File: config.mk
export PLATFORM = sky130hd
export DESIGN_NAME = sdct_ctrl
export DESIGN_NICKNAME = d
export VERILOG_FILES = /design/src/logic/README_unused.sv /design/src/logic/sdct_pkg.sv /design/src/logic/sdct_ctrl.sv /design/src/logic/sdct_gap_timer.sv
export VERILOG_INCLUDE_DIRS = /design/src /design/src/logic
export SDC_FILE = /design/constraint.sdc
export NUM_CORES = 1
export LEC_CHECK = 0
export BUFFER_PORTS_ARGS = -buffer_cell sky130_fd_sc_hd__buf_2
export CORE_UTILIZATION = 25
export CTS_CLUSTER_DIAMETER = 100
export DETAILED_ROUTE_END_ITERATION = 16
export PLACE_DENSITY = 0.46
export SLEW_MARGIN = 40
export SYNTH_ARGS = -nofsm -noshare
export SYNTH_HDL_FRONTEND = slang
export SYNTH_SLANG_ARGS = --single-unit
File: constraint.sdc
create_clock -name sys_clk -period 3.8 [get_ports sys_clk]
set_clock_uncertainty 0.2 [all_clocks]
set_input_delay 0 -clock sys_clk [delete_from_list [all_inputs] [get_ports sys_clk]]
set_output_delay 0 -clock sys_clk [all_outputs]
set_load 0.02 [all_outputs]
File: src/logic/sdct_consts.svh
`ifndef SDCT_CONSTS_SVH
`define SDCT_CONSTS_SVH

// Clock and conversion helpers: minimums round up, maximums round down
`define SDCT_CLK_PERIOD_PS 10000
`define SDCT_CYC_MIN(t) (((t) + `SDCT_CLK_PERIOD_PS - 1) / `SDCT_CLK_PERIOD_PS)
`define SDCT_CYC_MAX(t) ((t) / `SDCT_CLK_PERIOD_PS)
`define SDCT_MAX(a, b) (((a) > (b)) ? (a) : (b))

// CAS latency and the least clock period it allows
`define SDCT_CAS_LATENCY 2
`define SDCT_T_CK_CL2_PS 10000

// Array timing limits in picoseconds, SDCT_XSR_MIN_CLKS and the last two in clocks or counts (slowest grade, safe for all)
`define SDCT_T_RAS_MIN_PS 42000
`define SDCT_T_RAS_MAX_PS 120000000
`define SDCT_T_RC_PS 70000
`define SDCT_T_RFC_PS 70000
`define SDCT_T_RCD_PS 20000
`define SDCT_T_RP_PS 20000
`define SDCT_T_RRD_PS 14000
`define SDCT_T_WR_ADD_PS 7000
`define SDCT_T_WR_MAN_PS 14000
`define SDCT_T_XSR_PS 70000
`define SDCT_XSR_MIN_CLKS 2
`define SDCT_T_POWERUP_PS 100000000
`define SDCT_MRD_CYC 2
`define SDCT_INIT_REFS 2

// Refresh interval per row
`define SDCT_REF_ROWS 4096
`define SDCT_T_REF_STD_MS 64
`define SDCT_T_REF_AUTO_MS 16
`define SDCT_NS_PER_MS 1000000
`define SDCT_PS_PER_NS 1000

// Derived cycle counts
`define SDCT_RAS_MIN_CYC `SDCT_CYC_MIN(`SDCT_T_RAS_MIN_PS)
`define SDCT_RAS_MAX_CYC `SDCT_CYC_MAX(`SDCT_T_RAS_MAX_PS)
`define SDCT_RC_CYC `SDCT_CYC_MIN(`SDCT_T_RC_PS)
`define SDCT_RFC_CYC `SDCT_CYC_MIN(`SDCT_T_RFC_PS)
`define SDCT_RCD_CYC `SDCT_CYC_MIN(`SDCT_T_RCD_PS)
`define SDCT_RP_CYC `SDCT_CYC_MIN(`SDCT_T_RP_PS)
`define SDCT_RRD_CYC `SDCT_CYC_MIN(`SDCT_T_RRD_PS)
`define SDCT_WR_CYC `SDCT_MAX(1 + `SDCT_CYC_MIN(`SDCT_T_WR_ADD_PS), `SDCT_CYC_MIN(`SDCT_T_WR_MAN_PS))
`define SDCT_XSR_CYC `SDCT_MAX(`SDCT_CYC_MIN(`SDCT_T_XSR_PS), `SDCT_XSR_MIN_CLKS)
`define SDCT_POWERUP_CYC `SDCT_CYC_MIN(`SDCT_T_POWERUP_PS)
`define SDCT_REF_STD_CYC `SDCT_CYC_MAX(`SDCT_T_REF_STD_MS * `SDCT_NS_PER_MS / `SDCT_REF_ROWS * `SDCT_PS_PER_NS)
`define SDCT_REF_AUTO_CYC `SDCT_CYC_MAX(`SDCT_T_REF_AUTO_MS * `SDCT_NS_PER_MS / `SDCT_REF_ROWS * `SDCT_PS_PER_NS)

// Mode word and address bits, and the refresh debt limit
`define SDCT_MODE_CL_LSB 4
`define SDCT_AP_BIT 10
`define SDCT_REF_DEBT_MAX 2

`endif

File: src/logic/README_unused.sv
`timescale 1ns/1ps
`default_nettype none
`default_nettype wire

File: src/logic/sdct_pkg.sv
package sdct_pkg;

  // Counter width shared by all gap timers
  typedef logic [13:0] sdct_cnt_t;

  // Command code on {ras_n, cas_n, we_n}
  typedef enum logic [2:0] {
    SDCT_CMD_MRS   = 3'h0,
    SDCT_CMD_REF   = 3'h1,
    SDCT_CMD_PRE   = 3'h2,
    SDCT_CMD_ACT   = 3'h3,
    SDCT_CMD_WRITE = 3'h4,
    SDCT_CMD_READ  = 3'h5,
    SDCT_CMD_NOP   = 3'h7
  } sdct_cmd_e;

  // Sequencer states
  typedef enum logic [3:0] {
    SDCT_S_PWR      = 4'b0000,
    SDCT_S_PRE_ALL  = 4'b0001,
    SDCT_S_INIT_REF = 4'b0010,
    SDCT_S_MRS      = 4'b0011,
    SDCT_S_IDLE     = 4'b0100,
    SDCT_S_ACT      = 4'b0101,
    SDCT_S_RW       = 4'b0110,
    SDCT_S_PRE      = 4'b0111,
    SDCT_S_SELF     = 4'b1000,
    SDCT_S_WAIT     = 4'b1001
  } sdct_state_e;

endpackage

File: src/logic/sdct_ctrl.sv
`timescale 1ns/1ps
`default_nettype none
`include "sdct_consts.svh"

module sdct_ctrl
  import sdct_pkg::*;
#(
  parameter int POWERUP_CYC = `SDCT_POWERUP_CYC,
  parameter int RAS_MAX_CYC = `SDCT_RAS_MAX_CYC
) (
  // Clock and reset
  input  wire logic        sys_clk,
  input  wire logic        rst_n,
  // User request
  input  wire logic        req_valid,
  input  wire logic        req_write,
  input  wire logic [1:0]  req_bank,
  input  wire logic [10:0] req_row,
  input  wire logic [7:0]  req_col,
  input  wire logic [31:0] req_wdata,
  output logic             req_ready,
  // Read return
  output logic             rd_valid,
  output logic [31:0]      rd_data,
  // Mode and status
  input  wire logic        sr_req,
  input  wire logic        auto_temp,
  output logic             init_done,
  output logic             self_ref_active,
  // Memory pins
  output logic             sd_cke,
  output logic             sd_cs_n,
  output logic             sd_ras_n,
  output logic             sd_cas_n,
  output logic             sd_we_n,
  output logic [1:0]       sd_ba,
  output logic [10:0]      sd_addr,
  output logic [3:0]       sd_dqm,
  output logic [31:0]      sd_dq_out,
  output logic             sd_dq_oe,
  input  wire logic [31:0] sd_dq_in
);

  localparam int CL = `SDCT_CAS_LATENCY;

  sdct_state_e state_r, state_nxt, ret_r, ret_nxt;
  sdct_cmd_e   cmd_r, cmd_nxt;
  logic        cke_r, cke_nxt, oe_r, oe_nxt, ready_r, init_r, init_nxt;
  logic [10:0] addr_r, addr_nxt;
  logic [1:0]  ba_r, ba_nxt, init_refs_r, init_refs_nxt, debt_r, debt_nxt;
  logic        wr_r, sr_act_r;
  logic [1:0]  bank_r;
  logic [10:0] row_r;
  logic [7:0]  col_r;
  logic [31:0] wdata_r, dq_out_r, rd_data_r;
  logic [CL:0] rd_pipe_r;
  logic        rd_valid_r;
  sdct_cnt_t   ref_cnt_r, wait_val;
  logic        wait_ld, wait_done, ras_done, wr_done, rrd_done;
  logic [3:0]  rc_done;

  // Decoded conditions
  wire accept    = (state_r == SDCT_S_IDLE) && req_valid && ready_r;
  wire can_act   = rc_done[bank_r] && rrd_done;
  wire all_rc    = &rc_done;
  wire issue_act = (cmd_nxt == SDCT_CMD_ACT);
  wire issue_wr  = (cmd_nxt == SDCT_CMD_WRITE);
  wire issue_rd  = (cmd_nxt == SDCT_CMD_READ);
  // Gated by init so the cleared counter after reset does not raise a false debt
  wire ref_tick  = init_r && (ref_cnt_r == '0);
  wire ref_issue = (state_r == SDCT_S_IDLE) && (cmd_nxt == SDCT_CMD_REF) && cke_nxt;
  wire sr_exit   = (state_r == SDCT_S_SELF) && !sr_req;
  wire [10:0] mode_word = 11'(CL << `SDCT_MODE_CL_LSB);
  wire sdct_cnt_t ref_load = auto_temp ? sdct_cnt_t'(`SDCT_REF_AUTO_CYC - 1)
                                       : sdct_cnt_t'(`SDCT_REF_STD_CYC - 1);

  // Refresh debt: a new tick wins over a refresh or self refresh clearing it
  always_comb begin
    debt_nxt = debt_r;
    if (sr_exit) begin
      debt_nxt = 2'(ref_tick);
    end else if (ref_tick && !ref_issue && debt_r != 2'(`SDCT_REF_DEBT_MAX)) begin
      debt_nxt = debt_r + 2'h1;
    end else if (!ref_tick && ref_issue) begin
      debt_nxt = debt_r - 2'h1;
    end
  end

  // Sequencer; waits reload the gap timer with cycles minus two
  always_comb begin
    state_nxt     = state_r;
    ret_nxt       = ret_r;
    cmd_nxt       = SDCT_CMD_NOP;
    cke_nxt       = cke_r;
    oe_nxt        = 1'b0;
    addr_nxt      = addr_r;
    ba_nxt        = ba_r;
    init_nxt      = init_r;
    init_refs_nxt = init_refs_r;
    wait_ld       = 1'b0;
    wait_val      = '0;
    unique case (state_r)
      SDCT_S_PWR: begin
        cke_nxt   = 1'b1;
        wait_ld   = 1'b1;
        wait_val  = sdct_cnt_t'(POWERUP_CYC - 2);
        ret_nxt   = SDCT_S_PRE_ALL;
        state_nxt = SDCT_S_WAIT;
      end
      SDCT_S_PRE_ALL: begin
        cmd_nxt   = SDCT_CMD_PRE;
        addr_nxt  = 11'h400;
        wait_ld   = 1'b1;
        wait_val  = sdct_cnt_t'(`SDCT_RP_CYC - 2);
        ret_nxt   = SDCT_S_INIT_REF;
        state_nxt = SDCT_S_WAIT;
      end
      SDCT_S_INIT_REF: begin
        cmd_nxt       = SDCT_CMD_REF;
        init_refs_nxt = init_refs_r + 2'h1;
        wait_ld       = 1'b1;
        wait_val      = sdct_cnt_t'(`SDCT_RFC_CYC - 2);
        ret_nxt       = (init_refs_nxt == 2'(`SDCT_INIT_REFS)) ? SDCT_S_MRS : SDCT_S_INIT_REF;
        state_nxt     = SDCT_S_WAIT;
      end
      SDCT_S_MRS: begin
        cmd_nxt   = SDCT_CMD_MRS;
        addr_nxt  = mode_word;
        ba_nxt    = 2'h0;
        init_nxt  = 1'b1;
        wait_ld   = 1'b1;
        wait_val  = sdct_cnt_t'(`SDCT_MRD_CYC - 2);
        ret_nxt   = SDCT_S_IDLE;
        state_nxt = SDCT_S_WAIT;
      end
      SDCT_S_IDLE: begin
        if (accept) begin
          state_nxt = SDCT_S_ACT;
        end else if (debt_r != 2'h0 && all_rc) begin
          cmd_nxt   = SDCT_CMD_REF;
          wait_ld   = 1'b1;
          wait_val  = sdct_cnt_t'(`SDCT_RFC_CYC - 2);
          ret_nxt   = SDCT_S_IDLE;
          state_nxt = SDCT_S_WAIT;
        end else if (sr_req && !auto_temp && debt_r == 2'h0 && all_rc) begin
          cmd_nxt   = SDCT_CMD_REF;
          cke_nxt   = 1'b0;
          state_nxt = SDCT_S_SELF;
        end
      end
      SDCT_S_ACT: begin
        if (can_act) begin
          cmd_nxt   = SDCT_CMD_ACT;
          ba_nxt    = bank_r;
          addr_nxt  = row_r;
          wait_ld   = 1'b1;
          wait_val  = sdct_cnt_t'(`SDCT_RCD_CYC - 2);
          ret_nxt   = SDCT_S_RW;
          state_nxt = SDCT_S_WAIT;
        end
      end
      SDCT_S_RW: begin
        cmd_nxt   = wr_r ? SDCT_CMD_WRITE : SDCT_CMD_READ;
        addr_nxt  = {3'h0, col_r};
        oe_nxt    = wr_r;
        state_nxt = SDCT_S_PRE;
      end
      SDCT_S_PRE: begin
        if (ras_done && wr_done) begin
          cmd_nxt   = SDCT_CMD_PRE;
          addr_nxt  = 11'h000;
          wait_ld   = 1'b1;
          wait_val  = sdct_cnt_t'(`SDCT_RP_CYC - 2);
          ret_nxt   = SDCT_S_IDLE;
          state_nxt = SDCT_S_WAIT;
        end
      end
      SDCT_S_SELF: begin
        if (!sr_req) begin
          cke_nxt   = 1'b1;
          wait_ld   = 1'b1;
          wait_val  = sdct_cnt_t'(`SDCT_XSR_CYC - 2);
          ret_nxt   = SDCT_S_IDLE;
          state_nxt = SDCT_S_WAIT;
        end
      end
      SDCT_S_WAIT: begin
        if (wait_done) begin
          state_nxt = ret_r;
        end
      end
    endcase
  end

  // Gap timers; per-bank row cycle timers in one loop
  sdct_gap_timer u_wait (.sys_clk(sys_clk), .rst_n(rst_n), .load(wait_ld),
                         .load_val(wait_val), .done(wait_done));
  sdct_gap_timer u_ras (.sys_clk(sys_clk), .rst_n(rst_n), .load(issue_act),
                        .load_val(sdct_cnt_t'(`SDCT_RAS_MIN_CYC - 1)), .done(ras_done));
  sdct_gap_timer u_wr (.sys_clk(sys_clk), .rst_n(rst_n), .load(issue_wr),
                       .load_val(sdct_cnt_t'(`SDCT_WR_CYC - 1)), .done(wr_done));
  sdct_gap_timer u_rrd (.sys_clk(sys_clk), .rst_n(rst_n), .load(issue_act),
                        .load_val(sdct_cnt_t'(`SDCT_RRD_CYC - 1)), .done(rrd_done));
  genvar gb;
  generate
    for (gb = 0; gb < 4; gb++) begin : g_bank
      sdct_gap_timer u_rc (.sys_clk(sys_clk), .rst_n(rst_n),
                           .load(issue_act && (bank_r == 2'(gb))),
                           .load_val(sdct_cnt_t'(`SDCT_RC_CYC - 1)), .done(rc_done[gb]));
    end
  endgenerate

  // State, pins and handshake; ready is predicted for the next cycle
  always_ff @(posedge sys_clk) begin
    if (!rst_n) begin
      state_r     <= SDCT_S_PWR;
      ret_r       <= SDCT_S_PWR;
      cmd_r       <= SDCT_CMD_NOP;
      cke_r       <= 1'b0;
      oe_r        <= 1'b0;
      addr_r      <= 11'h000;
      ba_r        <= 2'h0;
      init_r      <= 1'b0;
      init_refs_r <= 2'h0;
      debt_r      <= 2'h0;
      ready_r     <= 1'b0;
      sr_act_r    <= 1'b0;
      ref_cnt_r   <= '0;
    end else begin
      state_r     <= state_nxt;
      ret_r       <= ret_nxt;
      cmd_r       <= cmd_nxt;
      cke_r       <= cke_nxt;
      oe_r        <= oe_nxt;
      addr_r      <= addr_nxt;
      ba_r        <= ba_nxt;
      init_r      <= init_nxt;
      init_refs_r <= init_refs_nxt;
      debt_r      <= debt_nxt;
      ready_r     <= (state_nxt == SDCT_S_IDLE) && (debt_nxt == 2'h0) && !accept;
      sr_act_r    <= !cke_nxt && init_nxt;
      // Clamp on a switch to the shorter interval, else the old count overruns it
      ref_cnt_r   <= (ref_tick || !init_r || ref_cnt_r > ref_load) ? ref_load
                                                                  : ref_cnt_r - 14'h0001;
    end
  end

  // Request capture and read return; read data comes back CL+1 edges on
  always_ff @(posedge sys_clk) begin
    if (!rst_n) begin
      wr_r       <= 1'b0;
      bank_r     <= 2'h0;
      row_r      <= 11'h000;
      col_r      <= 8'h00;
      wdata_r    <= 32'h0000_0000;
      dq_out_r   <= 32'h0000_0000;
      rd_pipe_r  <= '0;
      rd_valid_r <= 1'b0;
      rd_data_r  <= 32'h0000_0000;
    end else begin
      if (accept) begin
        wr_r    <= req_write;
        bank_r  <= req_bank;
        row_r   <= req_row;
        col_r   <= req_col;
        wdata_r <= req_wdata;
      end
      dq_out_r   <= issue_wr ? wdata_r : dq_out_r;
      rd_pipe_r  <= {rd_pipe_r[CL-1:0], issue_rd};
      rd_valid_r <= rd_pipe_r[CL];
      rd_data_r  <= rd_pipe_r[CL] ? sd_dq_in : rd_data_r;
    end
  end

  // Output drive
  assign req_ready       = ready_r;
  assign rd_valid        = rd_valid_r;
  assign rd_data         = rd_data_r;
  assign init_done       = init_r;
  assign self_ref_active = sr_act_r;
  assign sd_cke          = cke_r;
  assign sd_cs_n         = 1'b0;
  assign {sd_ras_n, sd_cas_n, sd_we_n} = cmd_r;
  assign sd_ba           = ba_r;
  assign sd_addr         = addr_r;
  assign sd_dqm          = 4'h0;
  assign sd_dq_out       = dq_out_r;
  assign sd_dq_oe        = oe_r;

  // Helpers for assertions: cycles since each activate, precharge and refresh seen on the pins
  logic [7:0]  since_act_r, since_pre_r, since_ref_r;
  logic [1:0]  last_ba_r;
  logic [13:0] up_cnt_r, open_cnt_r;
  wire p_act = cke_r && cmd_r == SDCT_CMD_ACT;
  wire p_pre = cke_r && cmd_r == SDCT_CMD_PRE;
  wire p_ref = cke_r && cmd_r == SDCT_CMD_REF;
  wire p_wr  = cmd_r == SDCT_CMD_WRITE;
  wire p_rd  = cmd_r == SDCT_CMD_READ;
  always_ff @(posedge sys_clk) begin
    if (!rst_n) begin
      since_act_r <= 8'hff;
      since_pre_r <= 8'hff;
      since_ref_r <= 8'hff;
      last_ba_r   <= 2'h0;
      up_cnt_r    <= 14'h0000;
      open_cnt_r  <= 14'h0000;
    end else begin
      since_act_r <= p_act ? 8'h01 : since_act_r + 8'(since_act_r != 8'hff);
      since_pre_r <= p_pre ? 8'h01 : since_pre_r + 8'(since_pre_r != 8'hff);
      since_ref_r <= p_ref ? 8'h01 : since_ref_r + 8'(since_ref_r != 8'hff);
      last_ba_r   <= p_act ? ba_r : last_ba_r;
      up_cnt_r    <= up_cnt_r + 14'(up_cnt_r != 14'h3fff);
      open_cnt_r  <= p_act ? 14'h0001 : (p_pre ? 14'h0000 : open_cnt_r + 14'(open_cnt_r != 14'h0));
    end
  end
endmodule

`default_nettype wire

File: src/logic/sdct_gap_timer.sv
`timescale 1ns/1ps
`default_nettype none

module sdct_gap_timer
  import sdct_pkg::*;
(
  // Clock and reset
  input  wire logic      sys_clk,
  input  wire logic      rst_n,
  // Load and status
  input  wire logic      load,
  input  wire sdct_cnt_t load_val,
  output logic           done
);

  sdct_cnt_t count_r;

  // Down counter that parks at zero; a load restarts it
  always_ff @(posedge sys_clk) begin
    if (!rst_n) begin
      count_r <= '0;
    end else if (load) begin
      count_r <= load_val;
    end else if (count_r != '0) begin
      count_r <= count_r - 14'h0001;
    end
  end

  assign done = (count_r == '0);

endmodule

`default_nettype wire

==> impl_metrics.env, run 1 <==
export IMPL_outcome="finished, final reports clean"
export IMPL_cp_arrival_ns=3.49
export IMPL_grt_pass1_wl_mm=56.25
export IMPL_max_freq_ghz=0.3094
export IMPL_synth_area_leaders="dfxtp_1 46%, nand2_1 7.2%, mux2i_1 5.7%, nor2_1 5.4%, a21oi_1 4.5%"
export IMPL_layout_min_cycle_time_ns=3.232
export IMPL_wl_per_cell_um=14.32
export IMPL_yosys_area_top_type="dfxtp_1"
export IMPL_holdWs_ns=0.03479
export IMPL_clockBufferDepth=3
export IMPL_slew_violations=0
export IMPL_finalNetCount=1847
export IMPL_vias_per_cell=4.550
export IMPL_die_area_mm2=0.05010
export IMPL_die_h_um=223.8
export IMPL_synthDistinctLibCells=72
export IMPL_cp_max_fo=10
export IMPL_ir_worst_vdd_mv=0.2735
export IMPL_num_vias=10980
export IMPL_worstPathRequired_ns=4.06
export IMPL_synth_edf_count=0
export IMPL_fin_crit_sh=0.8505
export IMPL_setup_viol=0
export IMPL_start_util=0.2555
export IMPL_drc=0
export IMPL_most_common_layout_cells="279 x dfxtp_1, 237 x nand2_1, 176 x nor2_1, 175 x buf_2, 126 x dlygate4sd3_1"
export IMPL_dp_hpwl_mm=23.03
export IMPL_routabilityCongestion=0.8390
export IMPL_cts_made_buffers=34
export IMPL_io_buffers=176
export IMPL_power_leakage_nw=6.284
export IMPL_clk_pin_slew_worst_paths_ns=0.06
export IMPL_hold_viol_final=0
export IMPL_worst_pin_slew_ns=0.7705
export IMPL_dpl_worst_slack_ns=0.4103
export IMPL_syn_area_mm2=0.01230
export IMPL_final_core_util=0.3390
export IMPL_rsz0062_at_grt="no"
export IMPL_grt_max_degree=107
export IMPL_cp_end_kind="register"
export IMPL_synthToLayoutAreaGrowth_pct=32.68
export IMPL_ios=182
export IMPL_hold_path_class="primary input to register"
export IMPL_crit_type="register to register"
export IMPL_grt_pass1_vias=10914
export IMPL_chipWidth_um=223.8
export IMPL_max_slew_margin_rel=0.4863
export IMPL_yosysSeqAreaShare=0.4556
export IMPL_cts_tree="yes"
export IMPL_dr_pass1_iters=5
export IMPL_fin_setup_tns_ns=0
export IMPL_drv_cap=0
export IMPL_fin_ws_ns=0.5679
export IMPL_multiInputGateArea_mm2=0.006287
export IMPL_drive_above_1_share=0.1674
export IMPL_synthCells=1436
export IMPL_ant_nets=0
export IMPL_powerDensity_mw_per_mm2=635.4
export IMPL_ys_ff_latch=280
export IMPL_dominantRegCellSynth="dfxtp_1"
export IMPL_yosys_warnings=0
export IMPL_cts_root_buffer="clkbuf_16"
export IMPL_antenna_found_initial=1
export IMPL_dp_cells=2224
export IMPL_grt_usage=0.1383
export IMPL_fin_cells=2413
export IMPL_drt_initial_drc_count=601
export IMPL_synth_top_area_frac=0.4556
export IMPL_cts_sinks=280
export IMPL_avgSynthCellArea_um2=8.568
export IMPL_core_mm2=0.04815
export IMPL_rows=80
export IMPL_cts_max_level=2
export IMPL_regArea_mm2=0.005609
export IMPL_routed_wl_mm=34.56
export IMPL_num_fill_cells=5067
export IMPL_cp_start_kind="register"
export IMPL_grt_overflow_total=0
export IMPL_clock_latency_ns=0.54
export IMPL_async_reset_ff_frac=0
export IMPL_final_common_cell="dfxtp_1"
-- layout make-up --
class | count | share of cell area
antenna | 1 | 0.0001533
clock buffer | 54 | 0.06048
clock inverter | 8 | 0.006132
inverter | 31 | 0.007589
multi-input combinational | 1053 | 0.3852
sequential | 280 | 0.3436
tap | 656 | 0.05028
timing repair buffer | 330 | 0.1466
-- worst max-delay path, cell delays in order (launching register included) --
cell	delay (ns)
dfxtp_1	0.36
nor4_1	0.60
nand4b_1	0.23
o221a_2	0.36
a2111oi_2	0.42
nor3b_2	0.19
buf_4	0.19
or4_1	0.47
a21oi_1	0.15
-- synth_stat cells (4+ instances only) --
cell type  number
buf_6           5
nor3_2         11
mux2i_1        70
nor2_1        176
buf_2           8
ha_1           26
xor2_1         26
or3_1          19
a221oi_1        6
o21a_1          8
nor2b_1        10
a22oi_1         7
and3_1         10
o211ai_1        4
nand2b_1        7
a21oi_1       111
and2_1          8
dfxtp_1       280
buf_4           5
nor3b_1         8
nor4b_1         6
a31oi_1         4
nand2_1       237
nand4_1        13
o21ai_0        27
nand3_1        34
nand4b_1        6
o22ai_1         5
inv_1          30
nor3_1         53
clkbuf_1       58
a211oi_1        8
nor4_1         23
or4_1           7
o31ai_1         9
xnor2_1        57
-- state kept, by name (all words and copies together) (netlist names), 14 cells and up --
signal               count
sd_dq_out               32
u_ras.count_r           14
u_wait.count_r          14
g_bank.u_rc.count_r     56
u_rrd.count_r           14
wdata_r                 32
rd_data                 32
u_wr.count_r            14
ref_cnt_r               14
-- per-layer routing --
metal,GRT usage,part of all wire,vias up
met4,0.05634,0.030,0
met2,0.2218,0.45,272
met1,0.1758,0.46,5092
li1,-,-,5545
met3,0.03620,0.064,71
met5,0,0,-
-- final timing paths --
kind	startpoint	end	slack (ns)	depth (start not counted)
setup / recovery	g_bank[3].u_rc.count_r[4]	ret_r[1]	0.57	8
hold / removal	sd_dq_in[31]	rd_data[31]	0.03	4
setup reg to reg	g_bank[3].u_rc.count_r[4]	ret_r[1]	0.57	8
hold reg to reg	rd_pipe_r[1]	rd_pipe_r[2]	0.24	1
-- cells by family (layout without fill, tap and decap cells) --
| logic type | Yosys count | in the layout | share of synthesized area |
|---|---|---|---|
| compound gates | 217 | 217 | 0.1087 |
| xor+xnor | 83 | 83 | 0.05909 |
| fa+ha+maj | 26 | 26 | 0.02644 |
| buf+inv | 108 | 423 | 0.03834 |
| flops | 280 | 280 | 0.4556 |
| mux | 73 | 73 | 0.05970 |
| other cells | 1 | 7 | 0.0003048 |
| simple gates | 648 | 648 | 0.2518 |
-- report_power, final --
| group | switching (mW) | leakage [nW] | internal (mW) |
|---|---|---|---|
| clock | 1.32 | 0.524 | 1.87 |
| combinational | 1.84 | 3.48 | 1.50 |
| sequential | 0.445 | 2.28 | 3.41 |
-- stage by stage --
| step | power [mW] | instance area [um2] |
|---|---|---|
| after global routing | 11.12 | 16320 |
| after global placement | 7.116 | 13940 |
| after CTS | 10.50 | 16300 |
| after floorplan | 6.434 | 12320 |
| after detailed placement | 7.150 | 13950 |
| final | 10.37 | 16320 |
-- what timing repair did --
action,4_1_cts,5_1_grt
endpoints found under the hold margin,153,0
setup buffers,0,0
hold buffers,126,0
gates resized for setup,0,0
Power figures use the tool's default switching activity.
==> inputs of run 2 (changes only) <==
Settings changed: CAP_MARGIN set to 20, CORE_UTILIZATION 25 to 57, PLACE_DENSITY 0.46 to 0.85, REMOVE_ABC_BUFFERS set to 1.
==> run 2 against run 1 <==
Against the previous run:
- die area is 56% lower
- design area decreased by 5.3%
- maximum frequency fell by 1.9%
- critical path type unchanged
- highest routed layer unchanged
==> impl_metrics.env, run 2 (synthesis results as in run 1) <==
export IMPL_final_core_util=0.7331
export IMPL_dr_pass1_iters=6
export IMPL_power_leakage_nw=6.091
export IMPL_drive_above_1_share=0.1653
export IMPL_cts_sinks=280
export IMPL_max_freq_ghz=0.3036
export IMPL_multiInputGateArea_mm2=0.006276
export IMPL_drt_initial_drc_count=1030
export IMPL_core_mm2=0.02109
export IMPL_worstPathCellList="inv_1, ha_1, nor4b_1, nor4b_4, a31oi_1, a211o_1, and3_2, buf_4, mux2i_1"
export IMPL_rr_worst_depth=9
export IMPL_outcome="finished, final reports clean"
export IMPL_path_depth=9
export IMPL_cp_end_kind="register"
export IMPL_grt_max_degree=102
export IMPL_wl_per_cell_um=17.58
export IMPL_min_delay_worst_endpoint="wdata_r[9]"
export IMPL_cts_resized=0
export IMPL_cpMaxStageDelayCell="nor4b_1"
export IMPL_holdWs_ns=0.03291
export IMPL_reg2reg_from="u_ras.count_r[0]"
export IMPL_num_fill_cells=1420
export IMPL_most_common_layout_cells="279 x dfxtp_1, 237 x nand2_1, 176 x nor2_1, 175 x buf_2, 111 x a21oi_1"
export IMPL_crit_type="register to register"
export IMPL_num_vias=11712
export IMPL_worst_pin_slew_ns=0.7768
export IMPL_setup_viol=0
export IMPL_largest_reg_flops=56
export IMPL_diodes=0
export IMPL_clock_latency_ns=0.57
export IMPL_cts_made_buffers=29
export IMPL_layout_min_cycle_time_ns=3.293
export IMPL_cp_arrival_ns=3.56
export IMPL_cp_top_family="simple AND/OR/NAND/NOR gates"
export IMPL_antenna_found_initial=0
export IMPL_cts_max_level=1
export IMPL_clk_pin_slew_worst_paths_ns=0.06
export IMPL_slew_violations=0
export IMPL_die_h_um=148.9
export IMPL_regArea_mm2=0.005609
export IMPL_max_stage_delay_ns=0.55
export IMPL_drc=0
export IMPL_synthToLayoutAreaGrowth_pct=25.66
export IMPL_io_buffers=176
export IMPL_hold_buffers=98
export IMPL_fin_ws_ns=0.5067
export IMPL_final_common_cell="dfxtp_1"
export IMPL_min_path_cells=4
export IMPL_rsz0062_at_grt="no"
export IMPL_dpl_worst_slack_ns=0.6090
export IMPL_routabilityCongestion=0.8530
export IMPL_drv_cap=0
export IMPL_clockBufferDepth=3
export IMPL_start_util=0.5834
export IMPL_max_slew_margin_rel=0.4821
export IMPL_grt_pass1_vias=11726
export IMPL_cts_root_buffer="clkbuf_16"
export IMPL_rrSetupSlack_ns=0.51
export IMPL_fin_crit_sh=0.8667
export IMPL_powerDensity_mw_per_mm2=667.8
export IMPL_rows=53
export IMPL_min_delay_start="req_wdata[9]"
export IMPL_grt_pass1_wl_mm=56.24
export IMPL_grt_usage=0.3096
export IMPL_cp_start_kind="register"
export IMPL_ios=182
export IMPL_ir_worst_vdd_mv=0.4783
export IMPL_crit_buf_inv=2
export IMPL_top_register="g_bank.u_rc.count_r"
export IMPL_hold_viol_final=0
export IMPL_worstReg2RegEnd="sd_dq_out[19]"
export IMPL_finalNetCount=1806
export IMPL_post_cts_buffers=0
export IMPL_die_area_mm2=0.02218
export IMPL_hold_path_class="primary input to register"
export IMPL_grt_overflow_total=0
export IMPL_worstPathRequired_ns=4.07
export IMPL_chipWidth_um=148.9
export IMPL_dp_hpwl_mm=19.40
export IMPL_cts_tree="yes"
export IMPL_cp_max_fo=13
export IMPL_routed_wl_mm=34.93
export IMPL_vias_per_cell=5.894
export IMPL_ant_nets=0
## run 2: cell count changes in the layout (fill, tap and decap cells not counted), sizes merged
cell	delta
dlygate4sd3	-28
clkbuf	-9
buf	-8
bufinv	+4
clkinv	-2
diode	-1
inv	-1
## run 2: worst max path at each step
stage                                          from                  to  slack, ns
after global routing      g_bank[2].u_rc.count_r[4]  u_wait.count_r[13]       0.29
after detailed placement  g_bank[2].u_rc.count_r[4]  u_wait.count_r[13]       0.61
final                              u_ras.count_r[0]       sd_dq_out[19]       0.51
after global placement             u_ras.count_r[0]       sd_dq_out[15]       0.73
after CTS                 g_bank[2].u_rc.count_r[7]   u_wait.count_r[7]       0.56
after floorplan                          state_r[1]           req_ready      -0.54
## run 2: metrics by stage
stage / area (um2) / power [mW] / instances / setup TNS (ns)
detailed placement: 13410 / 7.057 / 1835 / 0
finish: 15460 / 10.32 / 1987 / 0
global placement: 13400 / 6.917 / 1835 / 0
floorplan: 11970 / 6.381 / 1364 / -19.81
global route: 15460 / 10.92 / 1987 / 0
CTS: 15450 / 10.26 / 1987 / 0
## run 2: power breakdown
part | internal (mW) | switching, mW | leakage, nW | total [mW]
logic | 1.47 | 1.87 | 3.30 | 3.33
registers | 3.41 | 0.474 | 2.28 | 3.88
clock network | 1.91 | 1.20 | 0.513 | 3.11
## run 2: cell type report
class | count | share of cell area
Clock inverter | 9 | 0.01238
Sequential cell | 280 | 0.3628
Tap cell | 275 | 0.02226
Multi-Input combinational cell | 1053 | 0.4060
Timing Repair Buffer | 294 | 0.1327
Inverter | 31 | 0.007850
Clock buffer | 45 | 0.05601
## run 2: layer usage
| layer | GRT usage | vias up | share of wire |
|---|---|---|---|
| met4 | 0.1638 | 0 | 0.052 |
| li1 | - | 5439 | - |
| met3 | 0.06575 | 154 | 0.080 |
| met2 | 0.5437 | 596 | 0.49 |
| met1 | 0.3507 | 5523 | 0.37 |
| met5 | 0 | - | 0 |
## run 2: worst reg2reg max path, delay by kind of cell, from the launching register on
kind | cells | cell delay [ns]
flip-flops | 1 | 0.32
multiplexers | 1 | 0.25
AND/OR/NAND/NOR | 3 | 1.34
buffers and inverters | 2 | 0.36
adder cells (fa/ha/maj) | 1 | 0.17
AO/OA/AOI/OAI | 2 | 0.53
